## src/inc/est_params.svh

```systemverilog
/*
  Offsets, field positions, reset values and counts for the event timer.
  Assumes a 12-bit APB byte address and 32-bit data, with each register
  taking one aligned word and its 8 bits in the low lane.
*/
`ifndef EST_PARAMS_SVH
`define EST_PARAMS_SVH

// register byte offsets
`define EST_OFF_CTRL      12'h000
`define EST_OFF_LOW       12'h004
`define EST_OFF_HBUF      12'h008
`define EST_OFF_INTC      12'h00c

// control field positions
`define EST_BIT_RUN       7
`define EST_BIT_NARROW    6
`define EST_BIT_SRC       5
`define EST_BIT_EDGE      4
`define EST_BIT_BYPASS    3
`define EST_PS_HI         2
`define EST_PS_LO         0

// interrupt control field positions
`define EST_BIT_IRQ_EN    5
`define EST_BIT_OVF_FLAG  2

// reset values
`define EST_RST_CTRL      8'hff
`define EST_RST_LOW       8'h00
`define EST_RST_HBUF      8'h00

// instruction cycles of increment suppression after a low byte write
`define EST_INHIBIT_CYC   2'h2
// sys_clk cycles per instruction cycle
`define EST_INSTR_DIV     4

`endif

```

## src/inc/est_pkg.sv

```systemverilog
/*
  Types of the event timer: APB request and answer carriers and the
  whole state record of the timer.
  Assumes nothing beyond the parameter header.
*/
package est_pkg;

  // apb request from the master
  typedef struct packed {
    logic        psel;
    logic        penable;
    logic        pwrite;
    logic [11:0] paddr;
    logic [31:0] pwdata;
  } est_apb_req_t;

  // apb answer to the master
  typedef struct packed {
    logic [31:0] prdata;
    logic        pready;
    logic        pslverr;
  } est_apb_rsp_t;

  // every flip-flop of the timer
  typedef struct packed {
    logic [7:0]  ctrl;
    logic [7:0]  low;
    logic [7:0]  high;
    logic [7:0]  hbuf;
    logic [7:0]  presc;
    logic [1:0]  inhibit;
    logic        flag;
    logic        irq_en;
    logic [7:0]  div;
    logic        sync1;
    logic        sync2;
    logic        sync3;
    logic [31:0] prdata;
  } est_state_t;

endpackage

```

## src/rtl/est_timer.sv

```systemverilog
/*
  Eight/sixteen bit event timer with prescaler, overflow flag and
  buffered high byte, reached over APB.
  Assumes sys_clk at 100 MHz, synchronous active-low nrst, sleep_req
  from logic on sys_clk, and an asynchronous external count pin.
*/
// What this block does
// run bit 7 set lets counter advance; cleared holds it stopped
// width bit 6 set gives eight-bit counter, cleared sixteen-bit
// source bit 5 cleared counts instruction cycles, set counts pin edges
// edge bit 4 set counts falling pin edges, cleared rising edges
// bypass bit 3 set skips prescaler; cleared counts prescaler output
// prescale field code n divides by two to the power n plus one
// timer mode without prescaler increments every instruction cycle
// low byte write suppresses increments for two instruction cycles
// low byte write clears prescaler count while prescaler assigned
// low byte write leaves the bypass setting unchanged
// prescaler assignment may change at any time while running
// overflow flag sets on rollover FFh or FFFFh to zero
// interrupt request masked when enable cleared; flag still sets
// software clears the flag before re-enabling; flag stays until cleared
// no counting during sleep, so overflow never wakes from sleep
// sixteen-bit low byte read copies high byte into buffer
// sixteen-bit low byte write loads high byte from buffer
// true high byte reachable only through the buffer register
// prescaler is eight-bit and neither readable nor writable
// external pin synchronised before counting, with some delay
// eight-bit mode counts low byte only; buffer unaffected by counting
`include "est_params.svh"

module est_timer #(
  parameter int INSTR_DIV = `EST_INSTR_DIV
) (
  // clock and reset
  input  wire logic          sys_clk,
  input  wire logic          nrst,
  // register bus
  input  wire est_pkg::est_apb_req_t apb_req,
  output      est_pkg::est_apb_rsp_t apb_rsp,
  // pins and chip state
  input  wire logic          external_count_pin,
  input  wire logic          sleep_req,
  output      logic          overflow_irq
);
  import est_pkg::*;

  localparam est_state_t RST_STATE = '{
    ctrl:    `EST_RST_CTRL,
    low:     `EST_RST_LOW,
    high:    8'h00,
    hbuf:    `EST_RST_HBUF,
    presc:   8'h00,
    inhibit: 2'h0,
    flag:    1'b0,
    irq_en:  1'b0,
    div:     8'h00,
    sync1:   1'b0,
    sync2:   1'b0,
    sync3:   1'b0,
    prdata:  32'h0000_0000
  };

  est_state_t st_r;
  est_state_t st_nxt;

  logic       instr_en;
  logic       narrow;
  logic       bypass;
  logic [2:0] ps_code;
  logic [7:0] ps_mask;
  logic       pin_edge;
  logic       src_tick;
  logic       cnt_tick;
  logic       cnt_inc;
  logic       full;
  logic       setup;
  logic       acc;
  logic       mapped;
  logic       sel_ctrl;
  logic       sel_low;
  logic       sel_hbuf;
  logic       sel_intc;
  logic       wr_low;
  logic       rd_low;
  logic [7:0] intc_view;
  logic [7:0] rd_mux;

  // instruction cycle enable from the sys_clk divider; the divider runs
  // free from reset and is never restarted, so the phase of the enable
  // against a register write is not fixed and tests must allow for it
  assign instr_en = (st_r.div == 8'(INSTR_DIV - 1));

  // control fields, read live every cycle: a control write takes hold
  // at the very next tick, with no staging register in between
  assign narrow  = st_r.ctrl[`EST_BIT_NARROW];
  assign bypass  = st_r.ctrl[`EST_BIT_BYPASS];
  assign ps_code = st_r.ctrl[`EST_PS_HI:`EST_PS_LO];

  // edge pick on the synchronised pin; sync1 feeds only sync2
  // sync3 is a plain delay of sync2, so a level that changes just before
  // a clock edge is counted one cycle late rather than twice
  assign pin_edge = st_r.ctrl[`EST_BIT_EDGE] ?
                    (st_r.sync3 & ~st_r.sync2) :
                    (st_r.sync2 & ~st_r.sync3);

  // count source, stopped by the run bit and by sleep
  // sleep gates the source itself, so the prescaler also stands still
  assign src_tick = st_r.ctrl[`EST_BIT_RUN] & ~sleep_req &
                    (st_r.ctrl[`EST_BIT_SRC] ? pin_edge : instr_en);

  // prescaler fires when its low n+1 bits are all ones; bypass read live
  // each cycle so the assignment can change while running
  // the mask sum is taken at 16 bits because code 7 needs a ninth bit
  assign ps_mask  = 8'((16'h0002 << ps_code) - 16'h0001);
  assign cnt_tick = bypass ? src_tick :
                    (src_tick & ((st_r.presc & ps_mask) == ps_mask));

  // bus decode; zero wait states, unmapped words answer with an error
  // only exact word addresses map; byte lanes other than the low one are
  // ignored on write and read back as zero
  assign setup    = apb_req.psel & ~apb_req.penable;
  assign acc      = apb_req.psel & apb_req.penable;
  assign sel_ctrl = (apb_req.paddr == `EST_OFF_CTRL);
  assign sel_low  = (apb_req.paddr == `EST_OFF_LOW);
  assign sel_hbuf = (apb_req.paddr == `EST_OFF_HBUF);
  assign sel_intc = (apb_req.paddr == `EST_OFF_INTC);
  assign mapped   = sel_ctrl | sel_low | sel_hbuf | sel_intc;
  assign wr_low   = acc & apb_req.pwrite & sel_low;
  assign rd_low   = setup & ~apb_req.pwrite & sel_low;

  // a low byte write owns the counter in its cycle
  // a tick that lands on the write is lost: the user is expected to write
  // an adjusted value, the same as during the two inhibit cycles
  assign cnt_inc = cnt_tick & (st_r.inhibit == 2'h0) & ~wr_low;
  assign full    = (st_r.low == 8'hff) &
                   (narrow | (st_r.high == 8'hff));

  // interrupt control image, unused bits read as zero
  // the enable and flag are the only bits this block owns in that word
  always_comb
  begin
    intc_view = 8'h00;
    intc_view[`EST_BIT_IRQ_EN]   = st_r.irq_en;
    intc_view[`EST_BIT_OVF_FLAG] = st_r.flag;
  end

  // read data; the true high byte has no address of its own
  // later tests win, though only one select can be true at a time
  always_comb
  begin
    rd_mux = 8'h00;
    if (sel_ctrl)
      rd_mux = st_r.ctrl;
    if (sel_low)
      rd_mux = st_r.low;
    if (sel_hbuf)
      rd_mux = st_r.hbuf;
    if (sel_intc)
      rd_mux = intc_view;
  end

  // next state; later assignments win, so writes beat counting and
  // a hardware overflow beats a software clear of the flag
  // the prescaler keeps counting through inhibit; only the counter's
  // own increment is held back
  always_comb
  begin
    st_nxt = st_r;
    // divider and synchroniser run in every state, even when stopped
    st_nxt.div   = instr_en ? 8'h00 : 8'(st_r.div + 8'h01);
    st_nxt.sync1 = external_count_pin;
    st_nxt.sync2 = st_r.sync1;
    st_nxt.sync3 = st_r.sync2;
    if (src_tick && !bypass)
      st_nxt.presc = 8'(st_r.presc + 8'h01);
    if (st_r.inhibit != 2'h0 && instr_en)
      st_nxt.inhibit = 2'(st_r.inhibit - 2'h1);
    if (cnt_inc)
    begin
      st_nxt.low = 8'(st_r.low + 8'h01);
      if (!narrow && st_r.low == 8'hff)
        st_nxt.high = 8'(st_r.high + 8'h01);
    end
    // read data and buffer snapshot taken together at setup, so both
    // bytes come from the same count
    if (setup && !apb_req.pwrite)
      st_nxt.prdata = {24'h000000, rd_mux};
    if (rd_low && !narrow)
      st_nxt.hbuf = st_r.high;
    // register writes; the high byte is only ever reached via the buffer
    if (acc && apb_req.pwrite)
    begin
      if (sel_ctrl)
        st_nxt.ctrl = apb_req.pwdata[7:0];
      if (sel_hbuf)
        st_nxt.hbuf = apb_req.pwdata[7:0];
      if (sel_intc)
      begin
        st_nxt.irq_en = apb_req.pwdata[`EST_BIT_IRQ_EN];
        st_nxt.flag   = apb_req.pwdata[`EST_BIT_OVF_FLAG];
      end
      if (sel_low)
      begin
        st_nxt.low     = apb_req.pwdata[7:0];
        st_nxt.inhibit = `EST_INHIBIT_CYC;
        if (!narrow)
          st_nxt.high = st_r.hbuf;
        if (!bypass)
          st_nxt.presc = 8'h00;
      end
    end
    if (cnt_inc && full)
      st_nxt.flag = 1'b1;
  end

  // the only clocked process
  // synchronous reset, so nrst must stay low across at least one edge
  always_ff @(posedge sys_clk)
  begin
    if (!nrst)
      st_r <= RST_STATE;
    else
      st_r <= st_nxt;
  end

  // outputs; pready is tied high, every transfer has zero wait states
  // the request is a plain and of two flops, so it cannot glitch
  assign apb_rsp.prdata  = st_r.prdata;
  assign apb_rsp.pready  = 1'b1;
  assign apb_rsp.pslverr = acc & ~mapped;
  assign overflow_irq    = st_r.flag & st_r.irq_en;
endmodule

```

## config.mk

```make
export PLATFORM = sky130hd
export DESIGN_NAME = est_timer
export DESIGN_NICKNAME = d
export VERILOG_FILES = /design/src/inc/est_pkg.sv /design/src/rtl/est_timer.sv
export VERILOG_INCLUDE_DIRS = /design/src /design/src/inc
export SDC_FILE = /design/constraint.sdc
export NUM_CORES = 1
export LEC_CHECK = 0
export BUFFER_PORTS_ARGS = -buffer_cell sky130_fd_sc_hd__buf_2
export CAP_MARGIN = 5
export CORE_UTILIZATION = 55
export CTS_CLUSTER_DIAMETER = 120
export DETAILED_ROUTE_END_ITERATION = 6
export HOLD_SLACK_MARGIN = 0.1
export PLACE_DENSITY = 0.81
export RECOVER_POWER = 100
export REMOVE_ABC_BUFFERS = 1
export SETUP_SLACK_MARGIN = 0.4
export SYNTH_ARGS = -nofsm -noshare
export SYNTH_HDL_FRONTEND = slang
export SYNTH_SLANG_ARGS = --single-unit
```

## constraint.sdc

```tcl
create_clock -name sys_clk -period 6.4 [get_ports sys_clk]
set_clock_uncertainty 0.2 [all_clocks]
set_input_delay 0.64 -clock sys_clk [delete_from_list [all_inputs] [get_ports sys_clk]]
set_output_delay 0.64 -clock sys_clk [all_outputs]
set_load 0.02 [all_outputs]
```

==> reports/qor.txt, run 1 <==
Crit path max-delay family -> simple AND/OR/NAND/NOR gates
HPWL after DPL -> 6110 µm
Proportion of synthesized chip area in sequential cells -> 34.8%
Met2 track demand over resource in global routing -> 40.9%
Maximum number of pins on one net before global-route repair -> 43
Top post-synthesis cells by count -> sky130_fd_sc_hd__dfxtp_1 (63), sky130_fd_sc_hd__a21oi_1 (40), sky130_fd_sc_hd__nand2_1 (40)
Number of distinct library cells after synthesis -> 50
Ranking of synthesized cells by area -> sky130_fd_sc_hd__dfxtp_1 (35%), sky130_fd_sc_hd__buf_4 (7.0%), sky130_fd_sc_hd__a21oi_1 (5.5%)
Clock Latency Late Sink -> 0.35 ns
Drc violations -> 0
Category of the worst setup path capture point -> register
Buffering stage count on the worst path with inverters included -> 1
Share of async-settable or async-resettable flops after synthesis -> 0%
Hold Vio Cnt, Final -> 0
Core Region -> 0.00635 mm²
Leakage power total -> 1.48 nW
Share of the clock period used by the worst path -> 49.4%
Top-Level Pins -> 86
Status -> finished, violations left
Number of nets in the final layout -> 523
GRT met3 Usage -> 7.46%
Antenna Cells -> 0
Post-cts gate resize count -> 0
Worst slew pin tran -> 1.59 ns
Internal power contribution -> 0.000561 W
Gate count after technology mapping -> 451
Switching fraction of total power -> 25.5%
Maximum clock insertion buffer count -> 2
Total Die Area -> 0.00692 mm²
Dominant cell by count in the synthesized netlist -> sky130_fd_sc_hd__dfxtp_1
Clock slew at the register clock pins of the worst setup and hold paths -> 0.06 ns
Average routed wire per standard cell -> 16.1 µm
Netlist Area Pre-Place -> 0.00363 mm²
CTS HTree Levels -> 3
ANT nets after route -> 0
Critical path, cell by cell -> buf_2 > nor4_1 > and3_1 > nand2_1 > nor3_1 > nand2_1 > o211ai_1
Setup Crit Path Kind -> input pin to register
Synth Flop Type -> sky130_fd_sc_hd__dfxtp_1
Tot GR Track Use -> 26.3%
Post-route total power -> 0.000754 W
Initial antenna violation count -> 0
Count of input and output buffers -> 36
Proportion of power drawn by flip-flops and latches -> 53.1%
Cts hold-fix bufs -> 0
Power share of the combinational group -> 7.6%
Die width -> 83.2 µm
Reported max-cap violation count -> 1
Met1 track utilization from global routing -> 33.5%
Total Neg Setup Slack -> 0 ns
Share of cells above drive strength 1 -> 11.3%
Number of max-slew violations in the final report -> 43
Clock power share -> 39.3%
Clk Tree Root Cell -> sky130_fd_sc_hd__clkbuf_8
Setup-violating endpoint count in the final report -> 0
Die span in y -> 83.2 µm
Weighted congestion at the end of routability-driven global placement -> 0.933
WP data arrival -> 3.21 ns
Layout-stage area growth over the synthesis result -> 4.55%
Number of synthesized flops with an enable pin -> 0
Post-DP Area -> 0.00366 mm²
Sort of element at the start of the critical path -> input pin
Final Core Density -> 59.7%
Layout Cells excl Fill -> 548
Largest driver fanout on the critical path -> 10
Achievable frequency -> 316 MHz
Via count of the first global-routing pass -> 3032
Library cell occupying the most area in the post-synthesis netlist -> sky130_fd_sc_hd__dfxtp_1
Share of the synthesized area in the top cell type -> 34.8%
Violations in the final reports -> capacitance limit, slew limit
Overflow left after global routing -> 0
Headroom to the max-slew limit -> -5.98%
Required time at the worst-slack endpoint -> 6.45 ns
Wire length of the first global-routing pass -> 14400 µm
GRT Max-Usage Layer -> met2
Vias per cell -> 6.07
Post-CTS Repair Setup Buffers -> 0
Via count -> 3328
Avg Inst Size Synth -> 8.04 µm²
Crit-path slowest cell -> sky130_fd_sc_hd__nor3_1
Most prevalent standard cell on the critical path -> sky130_fd_sc_hd__nand2_1
Largest stage delay, worst path -> 0.97 ns
Cell total after placement -> 533
Routed wire length -> 8850 µm
Post-route cell area -> 0.00379 mm²
Clock tree from TritonCTS -> yes
Pwr per Cell Area -> 199 mW/mm²
Initial Utilization -> 57.1%
Placement row count -> 29
Number of buffers created by CTS -> 9
Number of synthesized register bits -> 63
Switching power of the nets -> 0.000192 W
Number of warning messages in the yosys log -> 0
Setup repair after global routing missed its margin -> no
Initial drt markers -> 295
Minimum clock period -> 3.16 ns
Maximum VDD drop -> 0.121 mV
Number of iterations in the first detailed-routing pass -> 5
Hold crit path type -> register to register
Number of clock sinks -> 63
-- layout by cell type (no fill, tap or decap), types with 3 or more instances in the layout --
cell type,count
sky130_fd_sc_hd__dfxtp_1,63
sky130_fd_sc_hd__nand4_1,12
sky130_fd_sc_hd__ha_1,5
sky130_fd_sc_hd__inv_1,9
sky130_fd_sc_hd__o21ai_0,35
sky130_fd_sc_hd__a31oi_1,4
sky130_fd_sc_hd__nor2_1,37
sky130_fd_sc_hd__and3_1,13
sky130_fd_sc_hd__nand3_1,30
sky130_fd_sc_hd__xnor2_1,18
sky130_fd_sc_hd__nor3_1,4
sky130_fd_sc_hd__mux2_2,6
sky130_fd_sc_hd__o211ai_1,4
sky130_fd_sc_hd__xor2_1,3
sky130_fd_sc_hd__clkbuf_8,10
sky130_fd_sc_hd__clkbuf_1,16
sky130_fd_sc_hd__mux2i_1,10
sky130_fd_sc_hd__buf_2,24
sky130_fd_sc_hd__a211oi_1,7
sky130_fd_sc_hd__nor3b_1,3
sky130_fd_sc_hd__a21oi_1,40
sky130_fd_sc_hd__nor4_1,13
sky130_fd_sc_hd__and2_1,6
sky130_fd_sc_hd__and4_1,3
sky130_fd_sc_hd__nand2_1,40
sky130_fd_sc_hd__conb_1,25
-- final cells by class --
class                   count  area, µm²
inverters                   9       33.8
fillers                   572       2560
clock inverters             1       5.00
clock buffers              14        153
repair buffers             37        173
flip-flops and latches     63       1260
well taps                  77       96.3
multi-input cells         347       2070
-- power groups by stage --
| stage | registers (W) | clock network, W | logic, W |
|---|---|---|---|
| after global routing | 0.000401 | 0.000322 | 0.0000626 |
| final | 0.000400 | 0.000296 | 0.0000571 |
| after detailed placement | 0.000409 | 0 | 0.0000566 |
| after floorplan | 0.000408 | 0 | 0.0000335 |
| after global placement | 0.000409 | 0 | 0.0000557 |
| after CTS | 0.000400 | 0.000299 | 0.0000569 |
-- final timing paths --
| path | startpoint | depth (start not counted) | slack (ns) | endpoint |
|---|---|---|---|---|
| hold reg to reg | st_nxt[33]$_SDFF_PN0_ | 1 | 0.24 | st_nxt[32]$_SDFF_PN0_ |
| setup / recovery | apb_req[39] | 7 | 3.24 | bypass$_SDFFE_PN1P_ |
| hold / removal | st_nxt[33]$_SDFF_PN0_ | 1 | 0.24 | st_nxt[32]$_SDFF_PN0_ |
| setup reg to reg | ps_code[1]$_SDFFE_PN1P_ | 6 | 3.78 | register |
-- registers in the layout, indices dropped and copies added, names as in the netlist, named ones only --
signal     cells
bypass         1
apb_rsp        8
st_r          45
ps_code        3
st_nxt         2
narrow         1
intc_view      2
-- layer usage --
layer | part of all wire (%) | vias to the layer above | wire length [µm]
met5 | 0 | - | 0
met4 | 2.8 | 0 | 250
met3 | 9.0 | 26 | 800
met2 | 45 | 177 | 4020
met1 | 43 | 1533 | 3770
li1 | - | 1592 | -
-- logic make-up (layout without fill, tap and decap cells) --
family / after synthesis / count (layout) / share of synthesized area (%)
compound gates: 99 / 99 / 15.7
xor+xnor: 21 / 21 / 5.07
fa+ha+maj: 5 / 5 / 1.73
buf+inv: 64 / 61 / 10.2
flops: 63 / 63 / 34.8
mux: 18 / 18 / 5.87
other cells: 2 / 25 / 0.207
simple gates: 179 / 179 / 26.5
-- through the flow --
step                      setup slack [ns]  hold WS, ns
after floorplan                       3.84        0.212
after global placement                3.41        0.219
after detailed placement              3.30        0.229
after CTS                             3.64        0.243
after global routing                  3.00        0.254
final                                 3.24        0.237
Power figures use the tool's default switching activity.
==> run 2, diff against run 1 <==
--- a/config.mk
+++ b/config.mk
@@ -8,11 +8,11 @@
 export LEC_CHECK = 0
 export BUFFER_PORTS_ARGS = -buffer_cell sky130_fd_sc_hd__buf_2
 export CAP_MARGIN = 5
-export CORE_UTILIZATION = 55
+export CORE_UTILIZATION = 54
 export CTS_CLUSTER_DIAMETER = 120
 export DETAILED_ROUTE_END_ITERATION = 6
 export HOLD_SLACK_MARGIN = 0.1
-export PLACE_DENSITY = 0.81
+export PLACE_DENSITY = 0.79
 export RECOVER_POWER = 100
 export REMOVE_ABC_BUFFERS = 1
 export SETUP_SLACK_MARGIN = 0.4
==> constraint.sdc (replaced) <==
create_clock -name sys_clk -period 3.05 [get_ports sys_clk]
set_clock_uncertainty 0.2 [all_clocks]
set_input_delay 0.305 -clock sys_clk [delete_from_list [all_inputs] [get_ports sys_clk]]
set_output_delay 0.305 -clock sys_clk [all_outputs]
set_load 0.02 [all_outputs]
==> run 2 against run 1 <==
  * The run ends with DRC left
  * Sequential cell count stayed put
  * Sequential power increased by 110%
  * Clock-buffer cell count decreased by 4
  * Critical path depth did not move
  * Via count grew 3.9%
  * Cell count up 3.6%
  * Clock power grew 150%
  * Setup slack worse by 2.7 ns
  * Routed wire length grew 2.4%
  * Sequential share of layout area down 1.6 points
  * Register-to-register slack lost 3.3 ns
==> reports/qor.txt, run 2 (same netlist as run 1, synthesis figures left out) <==
Headroom to the max-slew limit -> 22.9%
Initial Utilization -> 56.5%
Capture instance of the worst register-to-register path -> st_r[52]$_SDFF_PN0_
Die span in y -> 83.9 µm
Layout-stage area growth over the synthesis result -> 9.80%
Maximum number of pins on one net before global-route repair -> 29
Maximum clock insertion buffer count -> 2
Setup repair after global routing missed its margin -> no
Switching fraction of total power -> 25.6%
Number of max-slew violations in the final report -> 0
Hold Vio Cnt, Final -> 0
Achievable frequency -> 395 MHz
Average routed wire per standard cell -> 16.0 µm
Largest driver fanout on the critical path -> 6
Internal power contribution -> 0.00127 W
Post-route total power -> 0.00171 W
Number of clock sinks -> 63
Violations in the final reports -> DRC
Most common cell after layout, fill and taps aside -> sky130_fd_sc_hd__dfxtp_1
CTS HTree Levels -> 3
Clock slew at the register clock pins of the worst setup and hold paths -> 0.07 ns
Hold crit path type -> input pin to register
Total Neg Setup Slack -> 0 ns
Status -> finished, violations left
Die width -> 83.9 µm
Core Region -> 0.00642 mm²
Vias per cell -> 6.09
Placement row count -> 29
HPWL after DPL -> 6290 µm
Flop2flop setup slack -> 0.52 ns
Most frequent cells in the layout -> sky130_fd_sc_hd__dfxtp_1 (63), sky130_fd_sc_hd__nand2_1 (40), sky130_fd_sc_hd__a21oi_1 (40), sky130_fd_sc_hd__nor2_1 (38), sky130_fd_sc_hd__o21ai_0 (35)
Top-Level Pins -> 86
Weighted congestion at the end of routability-driven global placement -> 0.901
Overflow left after global routing -> 0
Power share of the combinational group -> 7.8%
Worst slew pin tran -> 1.16 ns
Clock tree from TritonCTS -> yes
Pwr per Cell Area -> 429 mW/mm²
Leakage power total -> 1.57 nW
Reported max-cap violation count -> 0
Clock Latency Late Sink -> 0.35 ns
Sort of element at the start of the critical path -> register
Post-cts gate resize count -> 0
Post-CTS Repair Setup Buffers -> 0
Drc violations -> 18
Sink of the worst hold path -> st_r[46]$_SDFF_PN0_
Total Die Area -> 0.00705 mm²
WP data arrival -> 2.60 ns
Worst reg2reg path startpoint -> st_r[35]$_SDFF_PP0_
Min-delay src -> apb_req[44]
Required time at the worst-slack endpoint -> 3.12 ns
Crit path max-delay family -> simple AND/OR/NAND/NOR gates
Depth of the worst register-to-register path -> 7
Post-DP Area -> 0.00373 mm²
Initial antenna violation count -> 0
Register containing the most flip-flops in the final layout -> st_r
Via count -> 3459
Number of iterations in the first detailed-routing pass -> 7
Share of cells above drive strength 1 -> 13.0%
Number of flip-flops under the largest register name -> 45
Buffering stage count on the worst path with inverters included -> 0
Number of nets in the final layout -> 542
Hold Crit Depth -> 3
Minimum clock period -> 2.53 ns
Antenna Cells -> 0
Initial drt markers -> 379
Crit-path slowest cell -> sky130_fd_sc_hd__or4_1
Clk Tree Root Cell -> sky130_fd_sc_hd__clkbuf_8
Post-layout worst setup margin -> 0.518 ns
Switching power of the nets -> 0.000437 W
Setup-violating endpoint count in the final report -> 0
Tot GR Track Use -> 27.3%
ANT nets after route -> 0
Via count of the first global-routing pass -> 3258
Share of the clock period used by the worst path -> 83.0%
Largest stage delay, worst path -> 0.48 ns
Wire length of the first global-routing pass -> 15100 µm
Setup Crit Path Kind -> register to register
Routed wire length -> 9060 µm
Clock power share -> 43.0%
Number of buffers created by CTS -> 9
Count of input and output buffers -> 36
Proportion of power drawn by flip-flops and latches -> 49.2%
Worst slack, placed -> 0.590 ns
Category of the worst setup path capture point -> register
Post-route cell area -> 0.00398 mm²
Critical path, cell by cell -> ha_1 > nor3b_1 > and3_1 > or2_0 > nand4_1 > or4_1 > a31oi_1
Maximum VDD drop -> 0.272 mV
[run 2: worst max-delay path by stage]
stage,startpoint,to,cells after the start
after floorplan,apb_req[43],st_r[53]$_SDFF_PN0_,5
after global placement,apb_req[39],st_r[53]$_SDFF_PN0_,7
after detailed placement,apb_req[39],st_r[53]$_SDFF_PN0_,7
after CTS,st_r[35]$_SDFF_PP0_,st_r[52]$_SDFF_PN0_,7
after global routing,st_r[35]$_SDFF_PP0_,st_r[52]$_SDFF_PN0_,7
final,st_r[35]$_SDFF_PP0_,st_r[52]$_SDFF_PN0_,7
[run 2: layout make-up]
type / count / area [µm²]
well taps: 77 / 96.3
fillers: 578 / 2440
multi-input cells: 347 / 2060
flip-flops and latches: 63 / 1260
clock inverters: 6 / 60.1
inverters: 9 / 33.8
repair buffers: 56 / 328
clock buffers: 10 / 138
[run 2: power groups by stage]
| stage | combinational [W] | sequential, W | clock, W |
|---|---|---|---|
| after floorplan | 0.0000704 | 0.000856 | 0 |
| after global placement | 0.000122 | 0.000858 | 0 |
| after detailed placement | 0.000124 | 0.000858 | 0 |
| after CTS | 0.000133 | 0.000839 | 0.000744 |
| after global routing | 0.000146 | 0.000841 | 0.000784 |
| final | 0.000133 | 0.000840 | 0.000734 |
[run 2: routing by layer]
metal	GRT usage, %	vias to the layer above	share of wire, %
li1	-	1630	-
met1	34.4	1587	41
met2	43.7	200	45
met3	5.84	42	10
met4	14.9	0	3.6
met5	0	-	0
[run 2: worst register-to-register path, delay by kind of cell, from the launching register on]
kind	cells	cell delay, ns
simple gates	5	1.48
flops	1	0.38
compound gates	1	0.17
fa+ha+maj	1	0.22
[run 2: timing repair]
item                                    4_1_cts  5_1_grt
endpoints found under the hold margin        15        0
endpoints found under the setup margin        0        0
hold buffers                                  9        0
[run 2: stage by stage]
stage | instances | hold WS, ns | util (%)
CTS | 568 | 0.152 | 62.6
global route | 568 | 0.174 | 62.0
floorplan | 419 | 0.177 | -
finish | 568 | 0.170 | 62.0
detailed placement | 543 | 0.229 | 58.2
global placement | 543 | 0.217 | 58.2
==> run 3, diff against run 2 <==
==> constraint.sdc (replaced) <==
create_clock -name sys_clk -period 2.6 [get_ports sys_clk]
set_clock_uncertainty 0.2 [all_clocks]
set_input_delay 0.26 -clock sys_clk [delete_from_list [all_inputs] [get_ports sys_clk]]
set_output_delay 0.26 -clock sys_clk [all_outputs]
set_load 0.02 [all_outputs]
==> run 3 against run 2 <==
  * Clock-buffer cell count is 3 higher
  * The run still ends with DRC left
  * Sequential share of layout area is 0.69 points lower
  * Setup slack worse by 0.17 ns
  * Routed wire length is 4.8% higher
  * Sequential cell count stayed put
==> reports/qor.txt, run 3 (same netlist as run 1, synthesis figures left out) <==
Status -> finished, violations left
Violations in the final reports -> DRC
Number of flip-flops under the largest register name -> 45
Maximum clock insertion buffer count -> 2
Maximum VDD drop -> 0.316 mV
Number of buffers created by CTS -> 9
Worst reg2reg path startpoint -> st_r[35]$_SDFF_PP0_
WP data arrival -> 2.28 ns
Total Neg Setup Slack -> 0 ns
Required time at the worst-slack endpoint -> 2.63 ns
Most common cell after layout, fill and taps aside -> sky130_fd_sc_hd__dfxtp_1
Clk Tree Root Cell -> sky130_fd_sc_hd__clkbuf_8
Reported max-cap violation count -> 0
Share of cells above drive strength 1 -> 16.6%
Category of the worst setup path capture point -> register
Via count of the first global-routing pass -> 3063
Worst slew pin tran -> 0.664 ns
Top Layer Used -> met4
Clock Latency Late Sink -> 0.35 ns
Count of input and output buffers -> 36
ANT nets after route -> 0
Sort of element at the start of the critical path -> register
Initial antenna violation count -> 0
Wire length on met2 -> 4320 µm
Placement row count -> 29
Critical path startpoint -> st_r[35]$_SDFF_PP0_
Setup Crit Path Kind -> register to register
Achievable frequency -> 444 MHz
Post-route total power -> 0.00212 W
Flop2flop setup slack -> 0.35 ns
Hold crit path type -> input pin to register
Hold Vio Cnt, Final -> 0
Wire length of the first global-routing pass -> 14900 µm
Maximum number of pins on one net before global-route repair -> 24
Core Region -> 0.00642 mm²
Clock tree from TritonCTS -> yes
Capture instance of the worst register-to-register path -> st_r[66]$_SDFF_PN0_
Vias per cell -> 6.11
Layout-stage area growth over the synthesis result -> 12.8%
Via count -> 3496
CTS HTree Levels -> 3
Overflow left after global routing -> 0
Depth of the worst register-to-register path -> 7
Largest driver fanout on the critical path -> 9
Leakage power total -> 1.62 nW
Routed wire length -> 9500 µm
Most frequent cells in the layout -> sky130_fd_sc_hd__dfxtp_1 (58), sky130_fd_sc_hd__nand2_1 (40), sky130_fd_sc_hd__a21oi_1 (40), sky130_fd_sc_hd__nor2_1 (37), sky130_fd_sc_hd__o21ai_0 (35)
Die width -> 83.9 µm
Number of clock sinks -> 63
Total Die Area -> 0.00705 mm²
Number of nets in the final layout -> 546
Drc violations -> 18
Headroom to the max-slew limit -> 55.6%
Routed met3 length -> 815 µm
Initial drt markers -> 389
Die span in y -> 83.9 µm
Antenna Cells -> 0
Clock slew at the register clock pins of the worst setup and hold paths -> 0.07 ns
Share of the clock period used by the worst path -> 86.7%
Top-Level Pins -> 86
Worst setup path endpoint -> st_r[66]$_SDFF_PN0_
Number of iterations in the first detailed-routing pass -> 7
HPWL after DPL -> 6490 µm
Register containing the most flip-flops in the final layout -> st_r
Pwr per Cell Area -> 518 mW/mm²
Detailed-route wire length on metal 1 -> 4030 µm
Weighted congestion at the end of routability-driven global placement -> 0.903
Setup-violating endpoint count in the final report -> 0
Setup repair after global routing missed its margin -> yes
Average routed wire per standard cell -> 16.6 µm
Tot GR Track Use -> 27.2%
Initial Utilization -> 56.5%
Minimum clock period -> 2.25 ns
Number of max-slew violations in the final report -> 0
==> run 3: cell types whose count changed in the layout (fill, tap and decap cells not counted), sizes merged <==
cell	change
clkbuf	+1
clkinvlp	-2
buf	+5
clkinv	-2
bufinv	+1
dlygate4sd3	+1
==> run 3: how the worst min path moves through the flow <==
stage / cells after the start / start / slack [ns] / to
finish: 4 / apb_req[44] / 0.12 / apb_rsp[4]$_SDFFE_PN0P_
global route: 3 / apb_req[44] / 0.15 / st_r[46]$_SDFF_PN0_
CTS: 4 / apb_req[44] / 0.11 / apb_rsp[4]$_SDFFE_PN0P_
detailed placement: 1 / st_nxt[33]$_SDFF_PN0_ / 0.23 / st_nxt[32]$_SDFF_PN0_
global placement: 1 / st_nxt[33]$_SDFF_PN0_ / 0.22 / st_nxt[32]$_SDFF_PN0_
floorplan: 1 / nrst / 0.13 / narrow$_SDFFE_PN1P_
==> run 3: worst max-delay path, cell delays in order, from the launching register on <==
cell                      delay, ns
sky130_fd_sc_hd__dfxtp_1       0.39
sky130_fd_sc_hd__ha_1          0.23
sky130_fd_sc_hd__nor3b_4       0.21
sky130_fd_sc_hd__and3_4        0.24
sky130_fd_sc_hd__nor2_2        0.11
sky130_fd_sc_hd__nor4_1        0.46
sky130_fd_sc_hd__xnor2_1       0.19
sky130_fd_sc_hd__a21oi_1       0.10
==> run 3: final cells by class <==
cell class                 instances  area [µm²]
fill                             564        2330
timing repair buffer              60         369
multi-input combinational        347        2100
tap                               77        96.3
inverter                           9        33.8
clock buffer                      13         159
clock inverter                     3        65.1
sequential                        63        1270
==> run 3: repair_timing <==
item | in CTS | in global routing
setup buffers | 1 | 0
hold buffers | 10 | 0
hold endpoints to repair | 26 | 0
endpoints found under the setup margin | 4 | 18
pin swaps | 1 | 9
gates resized for setup | 4 | 13
==> run 3: power breakdown <==
part	switching (W)	internal (W)
sequential	0.0000113	0.000976
clock	0.000380	0.000592
combinational	0.000107	0.0000547
total	0.000498	0.00162
==> run 3: layer usage <==
metal,vias to the layer above,GRT usage (%)
met1,1631,35.3
li1,1646,-
met3,28,5.84
met2,191,42.4
met5,-,0
met4,0,14.4
==> run 3: metrics by stage <==
| stage | hold WS, ns | setup slack (ns) | cell area [µm²] | cells | utilization, % |
|---|---|---|---|---|---|
| final | 0.122 | 0.346 | 4090 | 572 | 63.7 |
| after global routing | 0.150 | 0.217 | 4090 | 572 | 63.7 |
| after CTS | 0.112 | 0.402 | 4100 | 572 | 63.8 |
| after detailed placement | 0.226 | 0.305 | 3750 | 545 | 58.4 |
| after global placement | 0.217 | 0.387 | 3750 | 545 | 58.4 |
| after floorplan | 0.132 | 0.424 | 3380 | 419 | - |
